[config.mk]
export PLATFORM = sky130hd
export DESIGN_NAME = kps_scan_top
export DESIGN_NICKNAME = d
export VERILOG_FILES = /design/src/core/kps_pkg.sv /design/src/core/kps_slot_if.sv /design/src/core/kps_order_dec.sv /design/src/core/kps_scan_top.sv
export VERILOG_INCLUDE_DIRS = /design/src /design/src/core
export SDC_FILE = /design/constraint.sdc
export NUM_CORES = 1
export LEC_CHECK = 0
export ABC_AREA = 1
export BUFFER_PORTS_ARGS = -buffer_cell sky130_fd_sc_hd__buf_2
export CAP_MARGIN = 20
export CORE_ASPECT_RATIO = 1.75
export CORE_MARGIN = 5
export CORE_UTILIZATION = 50
export CTS_CLUSTER_DIAMETER = 40
export CTS_CLUSTER_SIZE = 14
export DETAILED_ROUTE_END_ITERATION = 10
export PLACE_DENSITY = 0.76
export SLEW_MARGIN = 20
export SYNTH_ARGS = -nofsm -noshare
export SYNTH_HDL_FRONTEND = slang
export SYNTH_SLANG_ARGS = --single-unit
[constraint.sdc]
create_clock -name clk -period 2.6 [get_ports clk]
set_input_delay 0.26 -clock clk [delete_from_list [all_inputs] [get_ports clk]]
set_output_delay 0.26 -clock clk [all_outputs]
set_load 0.02 [all_outputs]
[src/core/kps_map.svh]
// Register addresses, field positions, reset values and timing counts of the keypad
// scan size and column order block.
// Assumes an 8-bit special function register bus with 8-bit addresses.
`ifndef KPS_MAP_SVH
`define KPS_MAP_SVH

// Register addresses on the special function register bus
`define KPS_ADDR_SIZE       8'hd5
`define KPS_ADDR_ORDER_LOW  8'hd6
`define KPS_ADDR_ORDER_HIGH 8'hd7

// Reset values
`define KPS_SIZE_RST        8'h00
`define KPS_ORDER_LOW_RST   8'h00
`define KPS_ORDER_HIGH_RST  8'h00

// Field positions
`define KPS_ROW_MSB         5
`define KPS_ROW_LSB         3
`define KPS_COL_MSB         2
`define KPS_COL_LSB         0
`define KPS_SIZE_USED_MASK  8'h3f
`define KPS_ORDER_HIGH_MASK 8'h7f

// Keypad limits
`define KPS_MAX_ROWS        3'h6
`define KPS_MAX_COLS        3'h5
`define KPS_NUM_SLOTS       5
`define KPS_NUM_ROWS        6

// Time one column is driven before the rows are sampled
`define KPS_STEP_NS         1000
`define KPS_CLK_MHZ         200
`define KPS_STEP_CYC        ((`KPS_STEP_NS * `KPS_CLK_MHZ + 999) / 1000)

`endif

[src/core/kps_pkg.sv]
// Types shared by the keypad scan size and column order block.
// Assumes kps_map.svh supplies the numeric constants.
package kps_pkg;

    typedef logic [2:0]  kps_slot_t;
    typedef logic [14:0] kps_order_t;

    typedef enum logic [1:0] {
        KPS_IDLE,
        KPS_SETTLE,
        KPS_SAMPLE
    } kps_state_t;

endpackage : kps_pkg

[src/core/kps_slot_if.sv]
// Carrier between the scanner and the column order decoder.
// Assumes both ends run on the same clock.
`timescale 1ns/10ps
interface kps_slot_if;
    kps_pkg::kps_order_t order;
    kps_pkg::kps_slot_t  slot_idx;
    kps_pkg::kps_slot_t  col_idx;
    logic [4:0]          col_onehot;

    modport pick (input order, input slot_idx, output col_idx, output col_onehot);
    modport user (output order, output slot_idx, input col_idx, input col_onehot);
endinterface : kps_slot_if

[src/core/kps_order_dec.sv]
// Column order decoder: picks the slot named by the scanner and turns it into a
// column line index and a one-hot column drive.
// Assumes the scanner holds the slot index below the slot count.
`timescale 1ns/10ps
`include "kps_map.svh"
module kps_order_dec (
    kps_slot_if.pick sl
);

    kps_pkg::kps_slot_t slot_val [`KPS_NUM_SLOTS];
    logic [4:0]         line_hot;

    // Each slot is three bits of the packed order, first slot lowest
    for (genvar s = 0; s < `KPS_NUM_SLOTS; s++) begin : g_slot
        assign slot_val[s] = sl.order[3*s +: 3];
    end

    // Binary column number to a line; codes above four drive no line
    for (genvar c = 0; c < 5; c++) begin : g_line
        assign line_hot[c] = (sl.col_idx == 3'(c));
    end

    assign sl.col_idx    = slot_val[sl.slot_idx];
    assign sl.col_onehot = line_hot;

endmodule : kps_order_dec

[src/core/kps_scan_top.sv]
// Keypad scan size and column order registers with the column stepping logic.
// Assumes the special function register bus is synchronous to clk, one access per
// cycle, and that row inputs are pulled up so a pressed key reads low.
//
// Summary of operation
// - Size bits 5:3 set rows, up to 6
// - Size bits 2:0 set columns, up to 5
// - Size only matters while hardware scan enabled
// - Fifteen-bit order: five three-bit column slots
// - Step slots first onward, wrap at column count
// - Low order: slot1 2:0, slot2 5:3, slot3 lsbs
// - Slot value is binary column line index
`timescale 1ns/10ps
`include "kps_map.svh"
module kps_scan_top (
    input  wire logic       clk,
    input  wire logic       rst,
    input  wire logic [7:0] sfr_addr,
    input  wire logic [7:0] sfr_wdata,
    input  wire logic       sfr_wr,
    input  wire logic       sfr_rd,
    output logic      [7:0] sfr_rdata,
    input  wire logic       hardware_scan_mode_bit,
    input  wire logic [5:0] row_sense_n,
    output logic      [4:0] col_drive,
    output logic      [2:0] scan_slot,
    output logic      [5:0] row_hits,
    output logic            key_detect
);

    localparam logic [7:0] STEP_LAST = 8'(`KPS_STEP_CYC - 1);

    logic [7:0]          size_ff;
    logic [7:0]          nxt_size;
    logic [7:0]          order_low_ff;
    logic [7:0]          nxt_order_low;
    logic [7:0]          order_high_ff;
    logic [7:0]          nxt_order_high;
    logic [7:0]          sfr_rdata_ff;
    logic [7:0]          nxt_sfr_rdata;
    kps_pkg::kps_state_t state_ff;
    kps_pkg::kps_state_t nxt_state;
    kps_pkg::kps_slot_t  slot_ff;
    kps_pkg::kps_slot_t  nxt_slot;
    logic [7:0]          step_ff;
    logic [7:0]          nxt_step;
    logic [4:0]          col_drive_ff;
    logic [4:0]          nxt_col_drive;
    logic [5:0]          row_hits_ff;
    logic [5:0]          nxt_row_hits;
    logic                key_detect_ff;
    logic                nxt_key_detect;
    logic [2:0]          col_cnt;
    logic [2:0]          row_cnt;
    kps_pkg::kps_slot_t  last_slot;
    logic [2:0]          row_limit;
    logic [5:0]          row_mask;
    kps_pkg::kps_order_t order;

    kps_slot_if sl ();

    kps_order_dec kps_order_dec_inst (
        .sl (sl.pick)
    );

    // Register file writes; unused bits are held at zero
    always_comb begin
        nxt_size       = size_ff;
        nxt_order_low  = order_low_ff;
        nxt_order_high = order_high_ff;
        if (sfr_wr) begin
            case (sfr_addr)
                `KPS_ADDR_SIZE:       nxt_size       = sfr_wdata & `KPS_SIZE_USED_MASK;
                `KPS_ADDR_ORDER_LOW:  nxt_order_low  = sfr_wdata;
                `KPS_ADDR_ORDER_HIGH: nxt_order_high = sfr_wdata & `KPS_ORDER_HIGH_MASK;
                default: ;
            endcase
        end
    end

    // Read data is registered; unmapped addresses read as zero
    always_comb begin
        nxt_sfr_rdata = sfr_rdata_ff;
        if (sfr_rd) begin
            case (sfr_addr)
                `KPS_ADDR_SIZE:       nxt_sfr_rdata = size_ff;
                `KPS_ADDR_ORDER_LOW:  nxt_sfr_rdata = order_low_ff;
                `KPS_ADDR_ORDER_HIGH: nxt_sfr_rdata = order_high_ff;
                default:              nxt_sfr_rdata = 8'h00;
            endcase
        end
    end

    always_ff @(posedge clk) begin
        if (rst) begin
            size_ff       <= `KPS_SIZE_RST;
            order_low_ff  <= `KPS_ORDER_LOW_RST;
            order_high_ff <= `KPS_ORDER_HIGH_RST;
            sfr_rdata_ff  <= 8'h00;
        end else begin
            size_ff       <= nxt_size;
            order_low_ff  <= nxt_order_low;
            order_high_ff <= nxt_order_high;
            sfr_rdata_ff  <= nxt_sfr_rdata;
        end
    end

    // Packed order: slot three straddles both registers
    assign order = {order_high_ff[6:0], order_low_ff};

    // A zero or oversize count falls back to the full keypad rather than stall
    assign col_cnt   = size_ff[`KPS_COL_MSB:`KPS_COL_LSB];
    assign row_cnt   = size_ff[`KPS_ROW_MSB:`KPS_ROW_LSB];
    assign last_slot = (col_cnt == 3'h0 || col_cnt > `KPS_MAX_COLS) ?
                       3'(`KPS_MAX_COLS - 3'h1) : 3'(col_cnt - 3'h1);
    assign row_limit = (row_cnt == 3'h0 || row_cnt > `KPS_MAX_ROWS) ?
                       `KPS_MAX_ROWS : row_cnt;

    // Rows beyond the configured count are never reported
    for (genvar r = 0; r < `KPS_NUM_ROWS; r++) begin : g_row
        assign row_mask[r] = (3'(r) < row_limit);
    end

    // The decoder looks at the slot about to be driven
    assign sl.order    = order;
    assign sl.slot_idx = nxt_slot;

    // Scan sequencer: drive a column, let it settle, sample rows, step on
    always_comb begin
        nxt_state      = state_ff;
        nxt_slot       = slot_ff;
        nxt_step       = step_ff;
        nxt_row_hits   = row_hits_ff;
        nxt_key_detect = key_detect_ff;
        case (state_ff)
            kps_pkg::KPS_IDLE: begin
                nxt_slot = 3'h0;
                if (hardware_scan_mode_bit) begin
                    nxt_state = kps_pkg::KPS_SETTLE;
                    nxt_step  = STEP_LAST;
                end
            end
            kps_pkg::KPS_SETTLE: begin
                nxt_step = step_ff - 8'h01;
                if (step_ff == 8'h00) begin
                    nxt_state = kps_pkg::KPS_SAMPLE;
                end
            end
            kps_pkg::KPS_SAMPLE: begin
                nxt_row_hits   = ~row_sense_n & row_mask;
                nxt_key_detect = |(~row_sense_n & row_mask);
                nxt_slot       = (slot_ff >= last_slot) ? 3'h0 : 3'(slot_ff + 3'h1);
                nxt_step       = STEP_LAST;
                nxt_state      = kps_pkg::KPS_SETTLE;
            end
            default: begin
                nxt_state = kps_pkg::KPS_IDLE;
            end
        endcase
        // Leaving hardware scan drops all drive and ignores the size setting
        if (!hardware_scan_mode_bit) begin
            nxt_state      = kps_pkg::KPS_IDLE;
            nxt_slot       = 3'h0;
            nxt_step       = 8'h00;
            nxt_row_hits   = 6'h00;
            nxt_key_detect = 1'b0;
        end
    end

    // Column drive sits outside the sequencer so no process feeds its own inputs
    assign nxt_col_drive = (nxt_state == kps_pkg::KPS_IDLE) ? 5'h00 : sl.col_onehot;

    always_ff @(posedge clk) begin
        if (rst) begin
            state_ff      <= kps_pkg::KPS_IDLE;
            slot_ff       <= 3'h0;
            step_ff       <= 8'h00;
            col_drive_ff  <= 5'h00;
            row_hits_ff   <= 6'h00;
            key_detect_ff <= 1'b0;
        end else begin
            state_ff      <= nxt_state;
            slot_ff       <= nxt_slot;
            step_ff       <= nxt_step;
            col_drive_ff  <= nxt_col_drive;
            row_hits_ff   <= nxt_row_hits;
            key_detect_ff <= nxt_key_detect;
        end
    end

    assign sfr_rdata  = sfr_rdata_ff;
    assign col_drive  = col_drive_ff;
    assign scan_slot  = slot_ff;
    assign row_hits   = row_hits_ff;
    assign key_detect = key_detect_ff;
endmodule : kps_scan_top

# Word-level counts from Yosys, hierarchy flattened
# Cells that the tools add are included.
dict set report classes {
  add_sub_neg 3
  magnitude_cmp 10
  n_eq_ne 9
  mux 13
  n_bitwise 4
  reduce_logical 16
}
# operator n
set op_table {}
lappend op_table {{$eq A8 B8 Y1 const B} 3}
lappend op_table {{$pmux W8 S3} 1}
lappend op_table {{$mux W3} 6}
lappend op_table {{$pmux W8 S2} 1}
lappend op_table {{$bmux W3 S3} 1}
lappend op_table {{$logic_not A3 Y1} 3}
lappend op_table {{$logic_not A8 Y1} 1}
lappend op_table {{$sub A8 B1 Y8 const B} 1}
lappend op_table {{$and A6 B6 Y6} 1}
lappend op_table {{$eq A3 B2 Y1 const B} 2}
lappend op_table {{$gt A3 B3 Y1 const B} 2}
lappend op_table {{$lt A1 B3 Y1 const A} 2}
lappend op_table {{$lt A2 B3 Y1 const A} 2}
lappend op_table {{$lt A3 B3 Y1 const A} 2}
lappend op_table {{$not A6 Y6} 1}
lappend op_table {{$pmux W3 S2} 1}
lappend op_table {{$reduce_and A2 Y1} 3}
lappend op_table {{$reduce_or A2 Y1} 3}
lappend op_table {{$reduce_or A6 Y1} 1}
lappend op_table {{$ge A4 B4 Y1 const B} 1}
lappend op_table {{$logic_not A2 Y1} 2}
lappend op_table {{$mux W2} 2}
lappend op_table {{$not A3 Y4} 1}
lappend op_table {{$pmux W2 S2} 1}
lappend op_table {{other kinds (10)} 11}
dict set report word_totals {
  regBits 54
  in_bits 27
  out_inout_bits 23
  word_cells 65
}

# Logic depth before layout (Yosys ltp)
dict set report logic_depth {
  ltp_word 12
  mapped_depth 20
  ltp_nobuf 20
}

# By module
# Synthesis repeated with hierarchy kept, for this count alone.
dict set report unflattened {
  cells_unflattened 373
  area_unflattened_um2 2757.6
}
# module instances cells_per_inst area_per_inst_um2 seq_area_each_um2
set by_module_without_submodules {}
lappend by_module_without_submodules {kps_scan_top 1 330 2563.7 1081.0}
lappend by_module_without_submodules {kps_order_dec 1 43 193.9 0.0}

# Worst setup path before layout
# No wires, ideal clock.
dict set report synth_path {
  path_type {register -> register}
  startpoint {reg size_ff[0]}
  endpoint {reg col_drive_ff[0] (netlist: col_drive[0])}
  setup_ps 113
  t_arrival_ps 2338
  required_ps 2487
  slack_ps 149
  stages_incl_launch_ff 20
  path_buffers 0
  period_less_slack_ps 2451
  cell_sequence {dfxtp_1 > inv_1 > ha_1 > ha_1 > a21oi_1 > inv_1 > or2_2 > ha_1 > nand2_1 > inv_1 > nand2_1 > nand2_1 > nor3_2 > o21ai_4 > clkinv_1 > nand3_1 > nand2_1 > inv_2 > nand2_1 > nor2_1}
}
dict set report synth_between {
  elab_chain_len 12
  elab_cells_between_ends 14
  cone_classes {add/sub: 1; order compare: 2; mux: 7; bitwise: 1; reduce/logical: 3}
}
# element line
set synth_lines {}
lappend synth_lines {{start, declared} kps_scan_top.sv:33} ;# logic [7:0] size_ff;
lappend synth_lines {{start signal, assigned} kps_scan_top.sv:96} ;# size_ff <= `KPS_SIZE_RST;
lappend synth_lines {{start signal, assigned} kps_scan_top.sv:101} ;# size_ff <= nxt_size;
lappend synth_lines {{$gt A3 B3 Y1 (no line) or $logic_not A3 Y1 (tied branches)} -}
lappend synth_lines {{$logic_or A1 B1 Y1 (no line)} -}
lappend synth_lines {{$mux W3 (*)} kps_scan_top.sv:114} ;# assign last_slot = (col_cnt == 3'h0 || col_cnt > `KPS_MAX_COLS) ?
lappend synth_lines {{$ge A3 B3 Y1 (*)} kps_scan_top.sv:152} ;# nxt_slot = (slot_ff >= last_slot) ? 3'h0 : 3'(slot_ff + 3'h1);
lappend synth_lines {{$mux W3 (*)} kps_scan_top.sv:152}
lappend synth_lines {{$pmux W3 S2 (*)} kps_scan_top.sv:135} ;# case (state_ff)
lappend synth_lines {{$mux W3 (*)} kps_scan_top.sv:161} ;# if (!hardware_scan_mode_bit) begin
lappend synth_lines {{$not A3 Y4 (implied by the code) (*)} kps_order_dec.sv:23} ;# assign sl.col_idx = slot_val[sl.slot_idx];
lappend synth_lines {{$bmux W3 S3 (*)} kps_order_dec.sv:23}
lappend synth_lines {{$mux W3 (implied by the code) (*) (2 in a row)} kps_order_dec.sv:23}
lappend synth_lines {{$logic_not A3 Y1 (*)} kps_order_dec.sv:20} ;# assign line_hot[c] = (sl.col_idx == 3'(c));
lappend synth_lines {{end signal, assigned} kps_scan_top.sv:185} ;# col_drive_ff <= nxt_col_drive;
lappend synth_lines {{end, declared} kps_scan_top.sv:47} ;# logic [4:0] col_drive_ff;
# Every way passes the cells marked *; elsewhere a longest branch is shown, timed or not. The select of a mux whose other input is x is not followed.
# A chain may end at the register's enable or synchronous reset.

# Final worst setup path
dict set report layout_path {
  startpoint {reg size_ff[0]}
  endpoint {reg col_drive_ff[2] (netlist: col_drive[2])}
}
dict set report layout_between {
  elab_chain_len 12
  elab_cells_between_ends 14
  cone_classes {add/sub: 1; order compare: 2; eq/ne: 1; mux: 7; bitwise: 1; reduce/logical: 2}
}
# element line
set layout_lines {}
lappend layout_lines {{$gt A3 B3 Y1 (no line) or $logic_not A3 Y1 (tied branches)} -}
lappend layout_lines {{$logic_or A1 B1 Y1 (no line)} -}
lappend layout_lines {{$mux W3 (*)} kps_scan_top.sv:114}
lappend layout_lines {{$ge A3 B3 Y1 (*)} kps_scan_top.sv:152}
lappend layout_lines {{$mux W3 (*)} kps_scan_top.sv:152}
lappend layout_lines {{$pmux W3 S2 (*)} kps_scan_top.sv:135}
lappend layout_lines {{$mux W3 (*)} kps_scan_top.sv:161}
lappend layout_lines {{$not A3 Y4 (implied by the code) (*)} kps_order_dec.sv:23}
lappend layout_lines {{$bmux W3 S3 (*)} kps_order_dec.sv:23}
lappend layout_lines {{$mux W3 (implied by the code) (*) (2 in a row)} kps_order_dec.sv:23}
lappend layout_lines {{$eq A3 B2 Y1 (*)} kps_order_dec.sv:20}
# Marked as above.

==> run_results.csv <==
group,metric,value,unit
global_route,grt_use_total,19.47,%
placed_design,port_buffers,49,
finish,nets,468,
clocking,cts.sink_count,54,
critical_path,critPathArrivalTime,2.73,ns
logic_synthesis,synthFlopType,"dfxtp_1",
power,p_clk_share,36.7,%
logic_synthesis,yosysTopAreaCell,"dfxtp_1",
timing,final-hold-violation-count,0,
die,fp.dieH,106.8,um
die,die_area,6974,um2
critical_path,cp.required,2.85,ns
die,io-pin-count,50,
timing,fin_skew,0.005166,ns
critical_path,critPathLaunchType,"flip-flop",
critical_path,worstPathCellList,"buf_4 -> ha_1 -> nor2_1 -> a21oi_2 -> inv_2 -> nor2_2 -> ha_1 -> a21oi_4 -> nand3_4 -> nand2_8 -> nand2_8 -> nand2_4 -> nand3_4 -> nand2_2 -> nand2_1 -> nand2_1 -> nand2_1 -> nor2_2",
logic_synthesis,ys_seq_area_share,40.39,%
clocking,clockBufferDepth,2,
min_path,hold_depth,2,
finish,drive_gt1_share,29.79,%
logic_synthesis,ys_ff_latch,54,
clocking,htreeDepth,2,
power,p_comb_share,7.4,%
finish,antenna_cells_inserted,0,
clocking,hold_buffers,0,
finish,instances_no_fill,488,
logic_synthesis,syn_inst,377,
power,irDropWorstVdd,0.4046,mV
logic_synthesis,synth_top_cells_by_area,"dfxtp_1, nand2_1, inv_1",
power,switching_share,22.80,%
job,maxCapViolCount,0,
critical_path,crit_family,"simple AND/OR/NAND/NOR gates",
global_route,grt_remaining_overflow,0,
logic_synthesis,avgSynthCellArea,7.099,um2
critical_path,r2r_cells,18,
clocking,clk_pin_slew_worst_paths,0.09,ns
detailed_routing,final_antenna_net_count,0,
placed_design,dp_cells,474,
power,p_seq_share,56.0,%
critical_path,cp.depth,18,
die,initial_core_util,50.93,%
logic_synthesis,syn_nets,413,
placed_design,hpwl,5.118,mm
clocking,root_buffer,"clkbuf_8",
finish,area_delta_synth_final,24.68,%
detailed_routing,dr.pass1.iters,4,
timing,maxSlewHeadroom,52.03,%
critical_path,crit_path_top_delay_cell,"dfxtp_2",
critical_path,critPathKind,"flip-flop to flip-flop",
critical_path,slowest_delay,0.34,ns
timing,fmax,0.4031,GHz
placed_design,gp_congestion,0.8808,
global_route,antenna_found_initial,0,
global_route,grt_pass1_vias,2446,
timing,final-setup-viol-count,0,
finish,nFillCells,464,
logic_synthesis,yosysWarnings,0,
critical_path,crit_buf_inv,2,
clocking,cts_tree,"done",
clocking,cts_buffers,5,
detailed_routing,post_drt_wl_per_cell,13.88,um
timing,layout_min_cycle_time,2.481,ns
logic_synthesis,yosys.area.top_type_share,40.39,%
power,powerDensity,451.5,nW/um2
logic_synthesis,synth_area,2676,um2
power,intPower,1.163,mW
detailed_routing,route.detailed.drc,0,
min_path,hold_class,"input pin to flip-flop",
timing,worst_slew_pin_slew,0.7170,ns
timing,fin_crit_sh,95.42,%
power,power.leakage,1.474,nW
clocking,clock_latency,0.31,ns
critical_path,crit_path_end_kind,"flip-flop",
logic_synthesis,post-synth-top-count-cell,"nand2_1",
timing,rsz0062_at_grt,"true",
logic_synthesis,yosys-top-cells-count,"nand2_1, dfxtp_1, inv_1, nor2_1",
logic_synthesis,synth-async-reset-ratio,0,%
timing,whs,0.1499,ns
logic_synthesis,synth_edf_count,0,
detailed_routing,finalWirelength,6.772,mm
power,power_switching,0.3435,mW
detailed_routing,vias,2555,
die,die_w,65.31,um
die,core_area,5255,um2
global_route,grt_pass1_wl,10.58,mm
global_route,grt_max_degree,33,
detailed_routing,drt_iter0_drc,73,
run_status,outcome,"complete, no violations",
detailed_routing,vias_per_cell,5.236,
logic_synthesis,synth.distinct_cells,38,
timing,drv_slew,0,
critical_path,crit_fanout,8,
critical_path,cpMostUsedCell,"nand2_1",
die,rows,35,
cells by family (layout without fill, tap and decap cells):
family	Yosys count	after routing	share of synthesized area (%)
flip-flops	54	54	40.39
buffers and inverters	57	113	8.649
XOR/XNOR	2	2	0.6546
AND/OR/NAND/NOR	198	198	33.57
adder cells (fa/ha/maj)	9	9	4.208
AO/OA/AOI/OAI	57	57	12.53
final cells by class:
class	count	area, um2	area share (%)
multi-input combinational	266	1577	47.24
sequential	54	1084	32.47
timing repair buffer	57	309.0	9.261
inverter	48	192.7	5.774
clock buffer	7	76.32	2.287
tap	55	68.82	2.062
clock inverter	1	30.03	0.8999
worst paths after layout:
check / start / end / slack [ns]
setup reg to reg: size_ff[0] / col_drive[2] / 0.12
hold reg to reg: step_ff[0] / step_ff[0] / 0.46
setup / recovery: size_ff[0] / col_drive[2] / 0.12
hold / removal: row_sense_n[0] / row_hits[0] / 0.15
registers in the layout, summed over array words and instances, names as in the netlist:
register / flops
state_ff: 2
key_detect: 1
order_high_ff: 7
col_drive: 5
size_ff: 6
step_ff: 8
order_low_ff: 8
sfr_rdata: 8
row_hits: 6
scan_slot: 3
per-stage QoR:
| stage | util (%) | setup slack, ns | TNS [ns] | cell area, um2 | power (mW) |
|---|---|---|---|---|---|
| 6_report | 63.50 | 0.1191 | 0 | 3337 | 1.507 |
| 4_1_cts | 58.43 | 0.003224 | 0 | 3070 | 1.506 |
| 3_3_place_gp | 56.31 | 0.05760 | 0 | 2959 | 0.9670 |
| 2_1_floorplan | - | 0.1491 | 0 | 2676 | 0.9293 |
| 5_1_grt | 63.50 | -0.02817 | -0.09534 | 3337 | 1.555 |
| 3_5_place_dp | 56.31 | -0.01267 | -0.02237 | 2959 | 0.9688 |
repair_timing:
action,4_1_cts,5_1_grt
pin swaps,2,24
hold endpoints to repair,0,0
buffers inserted,0,6
endpoints found under the setup margin,5,5
resized for setup,3,55
metal layers:
metal	up-vias	wire length [um]	track usage, %	share of wire [%]
li1	1320	-	-	-
met1	1148	2422	18.55	36
met2	68	3680	36.19	54
met3	19	254	3.145	3.8
met4	0	415	13.95	6.1
met5	-	0	0	0
power groups by stage:
stage	registers, mW	clock network (mW)	logic (mW)
final	0.844	0.552	0.111
after floorplan	0.861	0	0.0682
after detailed placement	0.863	0	0.106
after CTS	0.843	0.556	0.107
after global placement	0.863	0	0.104
after global routing	0.845	0.586	0.124
worst reg2reg max path, delay by kind of cell (launching register included):
| kind | cells | cell delay [ns] |
|---|---|---|
| buffers and inverters | 2 | 0.21 |
| and+or+nand+nor | 12 | 1.06 |
| AOI/OAI and AO/OA | 2 | 0.31 |
| adders and majority gates | 2 | 0.52 |
| DFF | 1 | 0.34 |
cells in the final DEF, fill, tap and decap left out, types with 2 or more instances in the layout:
cell type	netlist	layout
dfxtp_2	0	2
o211ai_1	2	2
inv_4	0	3
nor2_1	39	34
nand2_8	0	2
nand2_4	4	7
nand2_2	5	12
nor2_4	1	2
nor2_2	4	8
inv_2	5	8
nand3_4	0	2
clkbuf_8	0	5
nor3_1	7	7
buf_4	1	7
buf_2	1	49
ha_4	0	3
nor4_1	3	3
ha_1	9	6
clkbuf_1	6	2
inv_1	41	36
o21ai_0	11	11
a211oi_1	9	9
a21oi_1	28	27
dfxtp_1	54	52
nand2_1	99	87
nand3_1	28	18
nand3_2	1	9
o21ai_1	2	2
Note: power is estimated with default switching activity, not from simulation.
